[config.mk]
export PLATFORM = sky130hd
export DESIGN_NAME = arpc_port
export DESIGN_NICKNAME = d
export VERILOG_FILES = /design/src/inc/arpc_pkg.sv /design/src/inc/arpc_ser_if.sv /design/src/rtl/arpc_port.sv /design/src/rtl/arpc_shifter.sv
export VERILOG_INCLUDE_DIRS = /design/src /design/src/inc
export SDC_FILE = /design/constraint.sdc
export NUM_CORES = 1
export LEC_CHECK = 0
export BUFFER_PORTS_ARGS = -buffer_cell sky130_fd_sc_hd__buf_2
export CORE_MARGIN = 1
export CORE_UTILIZATION = 25
export CTS_CLUSTER_DIAMETER = 30
export DETAILED_ROUTE_END_ITERATION = 8
export SLEW_MARGIN = 20
export SYNTH_ARGS = -nofsm -noshare
export SYNTH_HDL_FRONTEND = slang
export SYNTH_SLANG_ARGS = --single-unit
[constraint.sdc]
create_clock -name clk_i -period 6.65 [get_ports clk_i]
set_input_delay 0.3325 -clock clk_i [delete_from_list [all_inputs] [get_ports clk_i]]
set_output_delay 0.3325 -clock clk_i [all_outputs]
set_load 0.01 [all_outputs]
[src/inc/arpc_defs.svh]
// Constants for the result port configuration block
`ifndef ARPC_DEFS_SVH
`define ARPC_DEFS_SVH
`define ARPC_DATA_W 16
`define ARPC_CLK_PERIOD_NS 50
`define ARPC_SCLK_MIN_NS_0 8
`define ARPC_SCLK_MIN_NS_1 16
`define ARPC_SCLK_MIN_NS_2 32
`define ARPC_SCLK_MIN_NS_3 64
`define ARPC_SCLK_CYC(ns) (((ns) + `ARPC_CLK_PERIOD_NS - 1) / `ARPC_CLK_PERIOD_NS)
`define ARPC_SCLK_HALF_W 4
`define ARPC_BIT_CNT_W 5
`define ARPC_LAST_BIT 5'h0F
`define ARPC_MSB 15
`endif

[src/inc/arpc_pkg.sv]
// Types for the result port configuration block
package arpc_pkg;
   typedef enum logic [1:0]
   {
      ARPC_MODE_NORMAL = 2'b00,
      ARPC_MODE_FAST = 2'b10,
      ARPC_MODE_WIDE = 2'b11,
      ARPC_MODE_ODD = 2'b01
   } arpc_mode_type;
   typedef enum logic [1:0]
   {
      ARPC_SH_IDLE = 2'b00,
      ARPC_SH_LOW = 2'b01,
      ARPC_SH_HIGH = 2'b10
   } arpc_shift_type;
endpackage

[src/inc/arpc_ser_if.sv]
// Carrier between port logic and the serial shifter
`timescale 1ns/1ps
`default_nettype none
interface arpc_ser_if;
   logic start;
   logic [15:0] word;
   logic [1:0] div_sel;
   logic sclk;
   logic sdo;
   logic sync;
   logic busy;
   modport ctrl (output start, output word, output div_sel,
      input sclk, input sdo, input sync, input busy);
   modport shift (input start, input word, input div_sel,
      output sclk, output sdo, output sync, output busy);
endinterface
`default_nettype wire

[src/rtl/arpc_port.sv]
// Result port configuration: parallel bus, coding, modes and serial master
`timescale 1ns/1ps
`default_nettype none
`include "arpc_defs.svh"
// Contract
// - Swap high on upper half puts low byte there, else natural order.
// - Coding select high gives straight binary; low inverts the MSB.
// - Fast and rate-independent selects high give fast wideband mode.
// - Fast high, rate-independent low gives fast conversion mode.
// - Both selects low gives rate-independent mode.
// - Serial select high enables serial pins, other bus pins float.
// - Serial select low delivers results over the parallel bus.
// - Bus bits zero and one are always driven outputs.
// - In parallel mode bits two and three drive result data.
// - Master read-after-convert latches divider select; at the 50 ns clock every code gives the same 100 ns serial clock.
// - Divider codes give 8, 16, 32, 64 ns minimum clock period.
// - Other serial modes float the two divider select pins.
// - Clock source select low makes device master driving serial clock.
// - Read-during-conversion low outputs result only after conversion ends.
module arpc_port
   import arpc_pkg::*;
(
   // Clock and reset
   input wire logic clk_i,
   input wire logic sys_rst_i,
   // Static configuration pins
   input wire logic byte_order_swap_i,
   input wire logic output_coding_select_i,
   input wire logic fast_mode_select_i,
   input wire logic rate_indep_select_i,
   input wire logic interface_type_select_i,
   input wire logic serial_clock_source_select_i,
   input wire logic read_during_conversion_select_i,
   // Conversion result from the converter core
   input wire logic result_valid_i,
   input wire logic [15:0] result_i,
   // Data bus pins
   input wire logic [15:0] data_bus_i,
   output logic [15:0] data_bus_o,
   output logic [15:0] data_bus_oe_n_o,
   // Serial pins
   output logic serial_clock_o,
   output logic serial_clock_oe_n_o,
   output logic serial_result_out_o,
   output logic serial_sync_o,
   // Status
   output logic [1:0] conv_mode_o,
   output logic serial_busy_o
);
   logic [15:0] sync1_q, sync2_q;
   logic [6:0] cfg1_q, cfg2_q;
   logic rv1_q, rv2_q, rv3_q;
   logic [15:0] word_q;
   wire swap, bin_sel, fast, rind, ser_sel, ext_clk, rd_conv;
   wire master_rac;
   wire [15:0] coded;
   wire [15:0] par_word;
   wire [15:0] oe_n_d;
   wire [15:0] out_d;
   wire rv_rise;
   arpc_mode_type mode;
   arpc_ser_if ser();

   // Pins come from outside the clock domain
   always_ff @(posedge clk_i or posedge sys_rst_i)
   begin
      if (sys_rst_i)
      begin
         sync1_q <= 16'h0000;
         sync2_q <= 16'h0000;
         cfg1_q <= 7'h00;
         cfg2_q <= 7'h00;
         rv1_q <= 1'b0;
         rv2_q <= 1'b0;
         rv3_q <= 1'b0;
      end
      else
      begin
         sync1_q <= data_bus_i;
         sync2_q <= sync1_q;
         cfg1_q <= {byte_order_swap_i, output_coding_select_i,
            fast_mode_select_i, rate_indep_select_i, interface_type_select_i,
            serial_clock_source_select_i, read_during_conversion_select_i};
         cfg2_q <= cfg1_q;
         rv1_q <= result_valid_i;
         rv2_q <= rv1_q;
         rv3_q <= rv2_q;
      end
   end

   assign {swap, bin_sel, fast, rind, ser_sel, ext_clk, rd_conv} = cfg2_q;
   assign rv_rise = rv2_q & ~rv3_q;

   // Conversion mode decode
   assign mode = arpc_mode_type'({fast, rind});

   // Output coding
   assign coded = {result_i[`ARPC_MSB] ^ ~bin_sel, result_i[14:0]};

   // Byte order on parallel bus
   assign par_word = swap ? {word_q[7:0], word_q[15:8]} : word_q;

   assign master_rac = ser_sel & ~ext_clk & ~rd_conv;

   // Serial pin use: D0/D1 always out, D2/D3 out only in parallel mode
   assign oe_n_d = ser_sel ? 16'hFFFC : 16'h0000;
   assign out_d = ser_sel ? {14'h0000, ser.sdo, ser.sync} : par_word;

   assign ser.start = rv_rise & master_rac;
   assign ser.word = coded;
   assign ser.div_sel = sync2_q[3:2];

   always_ff @(posedge clk_i or posedge sys_rst_i)
   begin
      if (sys_rst_i)
         word_q <= 16'h0000;
      else if (rv_rise)
         word_q <= coded;
   end

   always_ff @(posedge clk_i or posedge sys_rst_i)
   begin
      if (sys_rst_i)
      begin
         data_bus_o <= 16'h0000;
         data_bus_oe_n_o <= 16'h0000;
         serial_clock_o <= 1'b0;
         serial_clock_oe_n_o <= 1'b1;
         serial_result_out_o <= 1'b0;
         serial_sync_o <= 1'b0;
         conv_mode_o <= 2'h0;
         serial_busy_o <= 1'b0;
      end
      else
      begin
         data_bus_o <= out_d;
         data_bus_oe_n_o <= oe_n_d;
         serial_clock_o <= ser.sclk;
         serial_clock_oe_n_o <= ~(ser_sel & ~ext_clk);
         serial_result_out_o <= ser.sdo;
         serial_sync_o <= ser.sync;
         conv_mode_o <= mode;
         serial_busy_o <= ser.busy;
      end
   end

   arpc_shifter i_arpc_shifter
   (
      .clk_i(clk_i),
      .sys_rst_i(sys_rst_i),
      .ser(ser)
   );

   low_bits_out_a: assert property (@(posedge clk_i) disable iff (sys_rst_i)
      data_bus_oe_n_o[1:0] == 2'b00)
      else $error("bus bits zero and one not driven");
   serial_float_a: assert property (@(posedge clk_i) disable iff (sys_rst_i)
      ser_sel |=> data_bus_oe_n_o[15:2] == 14'h3FFF)
      else $error("unused bus pin driven in serial mode");
   div_float_a: assert property (@(posedge clk_i) disable iff (sys_rst_i)
      ser_sel && !master_rac |=> data_bus_oe_n_o[3:2] == 2'b11)
      else $error("divider pins driven outside read after convert");
   parallel_drive_a: assert property (@(posedge clk_i) disable iff (sys_rst_i)
      !ser_sel |=> data_bus_oe_n_o == 16'h0000)
      else $error("parallel bus not fully driven");
   par_bits_a: assert property (@(posedge clk_i) disable iff (sys_rst_i)
      !ser_sel |=> data_bus_o[3:2] == $past(par_word[3:2]))
      else $error("result bits two and three wrong");
   byte_swap_a: assert property (@(posedge clk_i) disable iff (sys_rst_i)
      !ser_sel && swap |=> data_bus_o[15:8] == $past(word_q[7:0]))
      else $error("low byte not on upper half when swapped");
   coding_a: assert property (@(posedge clk_i) disable iff (sys_rst_i)
      rv_rise |=> word_q[15] == ($past(result_i[15]) ^ ~$past(bin_sel)))
      else $error("output coding of msb wrong");
   mode_wide_a: assert property (@(posedge clk_i) disable iff (sys_rst_i)
      fast && rind |=> conv_mode_o == ARPC_MODE_WIDE)
      else $error("wideband fast mode not selected");
   mode_fast_a: assert property (@(posedge clk_i) disable iff (sys_rst_i)
      fast && !rind |=> conv_mode_o == ARPC_MODE_FAST)
      else $error("fast mode not selected");
   mode_norm_a: assert property (@(posedge clk_i) disable iff (sys_rst_i)
      !fast && !rind |=> conv_mode_o == ARPC_MODE_NORMAL)
      else $error("rate independent mode not selected");
   master_clk_a: assert property (@(posedge clk_i) disable iff (sys_rst_i)
      ser_sel && !ext_clk |=> !serial_clock_oe_n_o)
      else $error("master serial clock not driven");
   after_conv_a: assert property (@(posedge clk_i) disable iff (sys_rst_i)
      ser.start |-> rv_rise && !rd_conv)
      else $error("serial read started before conversion end");
   div_use_a: assert property (@(posedge clk_i) disable iff (sys_rst_i)
      ser.start |-> ser.div_sel == sync2_q[3:2])
      else $error("divider select not taken from pins");
   mode_odd_a: assert property (@(posedge clk_i) disable iff (sys_rst_i)
      !fast && rind |=> conv_mode_o == ARPC_MODE_ODD)
      else $error("odd mode code not reported");
   ser_pins_a: assert property (@(posedge clk_i) disable iff (sys_rst_i)
      ser_sel |=> data_bus_o[1:0] == $past({ser.sdo, ser.sync}))
      else $error("serial pins not on bus bits zero and one");
   par_word_a: assert property (@(posedge clk_i) disable iff (sys_rst_i)
      !ser_sel |=> data_bus_o == $past(par_word))
      else $error("parallel word not on bus");
   natural_order_a: assert property (@(posedge clk_i) disable iff (sys_rst_i)
      !ser_sel && !swap |=> data_bus_o == $past(word_q))
      else $error("natural byte order not kept");
   slave_clk_a: assert property (@(posedge clk_i) disable iff (sys_rst_i)
      !(ser_sel && !ext_clk) |=> serial_clock_oe_n_o)
      else $error("serial clock driven outside master mode");
   capture_a: assert property (@(posedge clk_i) disable iff (sys_rst_i)
      rv_rise |=> word_q == $past(coded))
      else $error("result word not captured");
   no_start_a: assert property (@(posedge clk_i) disable iff (sys_rst_i)
      ser_sel && (ext_clk || rd_conv) |-> !ser.start)
      else $error("serial frame started outside read after convert");
endmodule
`default_nettype wire

[src/rtl/arpc_shifter.sv]
// Master serial shifter with selectable clock divider
`timescale 1ns/1ps
`default_nettype none
`include "arpc_defs.svh"
module arpc_shifter
   import arpc_pkg::*;
(
   // Clock and reset
   input wire logic clk_i,
   input wire logic sys_rst_i,
   // Link to port logic
   arpc_ser_if.shift ser
);
   arpc_shift_type st_q, st_d;
   logic [`ARPC_SCLK_HALF_W-1:0] cnt_q;
   logic [`ARPC_BIT_CNT_W-1:0] bit_q;
   logic [15:0] sh_q;
   logic [1:0] div_q;
   wire [`ARPC_SCLK_HALF_W-1:0] half_len;
   wire half_done;

   // Half period from divider code, at least one cycle
   function automatic logic [`ARPC_SCLK_HALF_W-1:0] half_cyc(
      input logic [1:0] code);
      logic [31:0] ns;
      ns = 32'd0;
      unique case (code)
         2'b00: ns = `ARPC_SCLK_MIN_NS_0;
         2'b01: ns = `ARPC_SCLK_MIN_NS_1;
         2'b10: ns = `ARPC_SCLK_MIN_NS_2;
         2'b11: ns = `ARPC_SCLK_MIN_NS_3;
      endcase
      half_cyc = `ARPC_SCLK_HALF_W'(`ARPC_SCLK_CYC(ns / 2));
      if (half_cyc == '0)
         half_cyc = `ARPC_SCLK_HALF_W'(1);
   endfunction

   assign half_len = half_cyc(div_q);
   assign half_done = (cnt_q == half_len - `ARPC_SCLK_HALF_W'(1));

   always_comb
   begin
      st_d = st_q;
      unique case (st_q)
         ARPC_SH_IDLE: if (ser.start) st_d = ARPC_SH_LOW;
         ARPC_SH_LOW: if (half_done) st_d = ARPC_SH_HIGH;
         ARPC_SH_HIGH:
            if (half_done)
               st_d = (bit_q == `ARPC_LAST_BIT) ? ARPC_SH_IDLE : ARPC_SH_LOW;
         default: st_d = ARPC_SH_IDLE;
      endcase
   end

   always_ff @(posedge clk_i or posedge sys_rst_i)
   begin
      if (sys_rst_i)
      begin
         st_q <= ARPC_SH_IDLE;
         cnt_q <= '0;
         bit_q <= '0;
         sh_q <= '0;
         div_q <= 2'h0;
      end
      else
      begin
         st_q <= st_d;
         cnt_q <= (st_q == ARPC_SH_IDLE || half_done) ? '0 : cnt_q + 1'b1;
         if (st_q == ARPC_SH_IDLE && ser.start)
         begin
            sh_q <= ser.word;
            div_q <= ser.div_sel;
            bit_q <= '0;
         end
         else if (st_q == ARPC_SH_HIGH && half_done)
         begin
            sh_q <= {sh_q[14:0], 1'b0};
            bit_q <= bit_q + 1'b1;
         end
      end
   end

   assign ser.sclk = (st_q == ARPC_SH_HIGH);
   assign ser.sdo = sh_q[15];
   assign ser.sync = (st_q != ARPC_SH_IDLE);
   assign ser.busy = (st_q != ARPC_SH_IDLE);

   sclk_period_a: assert property (@(posedge clk_i) disable iff (sys_rst_i)
      $rose(ser.sclk) |-> ser.sclk [*1] ##0 (cnt_q == '0))
      else $error("serial clock high phase did not restart count");
   clk_in_frame_a: assert property (@(posedge clk_i) disable iff (sys_rst_i)
      ser.sclk |-> ser.sync)
      else $error("serial clock high outside a frame");
   frame_len_a: assert property (@(posedge clk_i) disable iff (sys_rst_i)
      $fell(ser.busy) |-> bit_q == `ARPC_LAST_BIT + 5'h01)
      else $error("serial frame did not hold sixteen bits");
endmodule
`default_nettype wire

==> impl_metrics.toml <==
[placement]
post-dp-hpwl_mm = 4.525
gp_congestion = 0.7359
port_buffers = 62
dpl_worst_slack_ns = 4.302
place_area_um2 = 3710

[logic_synthesis]
ys_ff_latch = 83
netlist_area_um2 = 3386
yosysWarnings = 0
syn_area_per_cell_um2 = 10.71
synth_edf_count = 0
synthArstFlopShare_pct = 100.0
ys.flop_type = "dfrtp_1"
ys_types = 35
ys_seq_area_share_pct = 61.38
synthCells = 316

[layout]
final_area_um2 = 4056
nets = 398
area_delta_synth_final_pct = 19.81
drive_gt1_share_pct = 23.25
utilization_pct = 30.63
diodes = 0

[worst_setup_path]
cp.arrival_ns = 2.55
worstPathRequired_ns = 6.90
endpoint = "i_arpc_shifter.sh_q[10]"
critPathLaunch = "cfg2_q[2]"
slowest_stage = "dfrtp_1"
reg2reg_to = "i_arpc_shifter.sh_q[10]"
rr_startpoint = "cfg2_q[2]"
endpoint_kind = "flip-flop"
rrSetupSlack_ns = 4.35
crit_fanout = 21
crit_cells = 3
r2r_cells = 3
start_kind = "flip-flop"
critPathMaxStageDelay_ns = 0.74
worstPathBufferInverterCount = 0
cp_top_family = "simple AND/OR/NAND/NOR gates"
path_cells = "or3b_1, or2_1, a31oi_1"
criticalPathCategory = "reg -> reg"

[routing]
first_pass_iters = 4
ant_nets = 0
initialDrtViolationCount = 117
wl_mm = 6.666
vias = 2307
routedWlPerCell_um = 12.51
drc = 0
viasPerCell = 4.328

[floorplanning]
num_rows = 42
die_x_um = 118.4
initial_core_util_pct = 25.57
core_area_um2 = 13240
ios = 81
dieArea_um2 = 14010
dieHeight_um = 118.4

[timing]
worst_slack_ns = 4.346
fin_crit_ns = 2.304
finalCritPeriodShare_pct = 34.64
rsz0062_at_grt = "false"
tns_ns = 0
fmax_mhz = 434.1
finalSetupViolCount = 0
slew_violations = 0
finClkSkew_ns = 0.002464
hold_violations = 0
worstMarginPinSlew_ns = 0.9142
slew_headroom_pct = 38.93

[global_routing]
antenna_found_initial = 0
grtUsageTotal_pct = 10.27
grt_overflow = 0
grt_max_degree = 84
grt_pass1_vias = 2248
grt_pass1_wl_mm = 11.16

[cts]
postCtsSetupBuffers = 0
clkSinkCount = 83
ctsResizeCount = 0
clockBufferDepth = 2
tritoncts = "yes"
cts_hold_buf = 0
cts_root_buffer = "clkbuf_16"
clk_pin_slew_ns = 0.06
cts_buffers = 9
insertion_delay_ns = 0.33
cts_max_level = 3

[run]
maxCapViolations = 0

[run_status]
outcome = "complete, no violations"

[power]
peakVddDrop_uv = 139.2
power_mw = 1.499
p_leak_nw = 1.963
powerDensity_nw_per_um2 = 369.6

[min_path]
min_path_type = "in -> reg"
## cell usage after synthesis, types with 3 or more instances
cell / n / area [um2]
dfrtp_1: 82 / 2052
nand2_1: 49 / 183.9
o21ai_0: 23 / 115.1
clkbuf_1: 19 / 71.32
nand3_1: 19 / 95.09
mux2i_1: 18 / 180.2
nor2_1: 17 / 63.81
buf_4: 16 / 120.1
a31oi_1: 14 / 87.58
nor3_1: 14 / 70.07
inv_1: 6 / 22.52
a21oi_1: 4 / 20.02
ha_1: 4 / 50.05
buf_6: 3 / 33.78
nand2b_1: 3 / 18.77
## cells in the final DEF (no fill, tap or decap), types with 3 or more instances in the layout
cell type	count
o21ai_0	23
dfrtp_1	82
ha_1	4
nand2_1	49
nor3_1	14
mux2i_1	18
buf_2	62
nor2_1	17
clkbuf_16	9
bufinv_16	3
a31oi_1	14
a21oi_1	4
clkinv_2	3
nand2b_1	3
inv_1	5
nand3_1	19
## per-layer routing
metal  vias up  GRT usage, %  share of wire (%)
li1       1120             -                  -
met5         -             0                  0
met4         0         5.063                1.4
met3         9         2.799                4.3
met1      1128         12.48                 45
met2        50         16.76                 49
## cell type report
type / count / area (um2)
fill: 1380 / 9186
sequential: 83 / 2078
multi-input combinational: 189 / 1070
timing repair buffer: 63 / 321.6
clock buffer: 11 / 242.7
tap: 176 / 220.2
clock inverter: 5 / 100.1
inverter: 6 / 23.77
## logic make-up after synthesis
kind of cell	synth area share, %
compound gates	7.687
mux	5.321
other cells	0.1108
simple gates	15.78
flops	61.38
fa+ha+maj	1.478
xor+xnor	0.7762
buf+inv	7.465
## registers in the layout, summed over array words and instances (netlist names)
register,cells
data_bus_oe_n_o,1
i_arpc_shifter.st_q,2
cfg2_q,7
rv1_q,1
cfg1_q,7
i_arpc_shifter.sh_q,16
rv2_q,1
word_q,16
serial_clock_o,1
i_arpc_shifter.bit_q,5
rv3_q,1
conv_mode_o,2
serial_result_out_o,1
data_bus_o,16
serial_clock_oe_n_o,1
serial_sync_o,1
i_arpc_shifter.cnt_q,4
## worst min-delay path by stage
stage,startpoint,end,slack (ns),depth (start not counted)
2_1_floorplan,cfg1_q[0],cfg2_q[0],0.33,0
3_3_place_gp,cfg1_q[5],cfg2_q[5],0.33,0
3_5_place_dp,cfg1_q[2],cfg2_q[2],0.33,0
4_1_cts,byte_order_swap_i,cfg1_q[6],0.1,1
5_1_grt,interface_type_select_i,cfg1_q[2],0.09,1
6_report,serial_clock_source_select_i,cfg1_q[1],0.10,1
## where the power goes
part / internal [mW] / switching (mW) / total [mW]
logic: 0.108 / 0.156 / 0.263
registers: 0.610 / 0.0611 / 0.671
clock network: 0.376 / 0.189 / 0.565
total: 1.09 / 0.406 / 1.50
## through the flow
step | hold slack, ns | instances
5_1_grt | 0.09385 | 533
4_1_cts | 0.09597 | 533
3_5_place_dp | 0.3347 | 517
3_3_place_gp | 0.3333 | 517
6_report | 0.1045 | 533
2_1_floorplan | 0.3312 | 317
(Power assumes the default switching activity.)
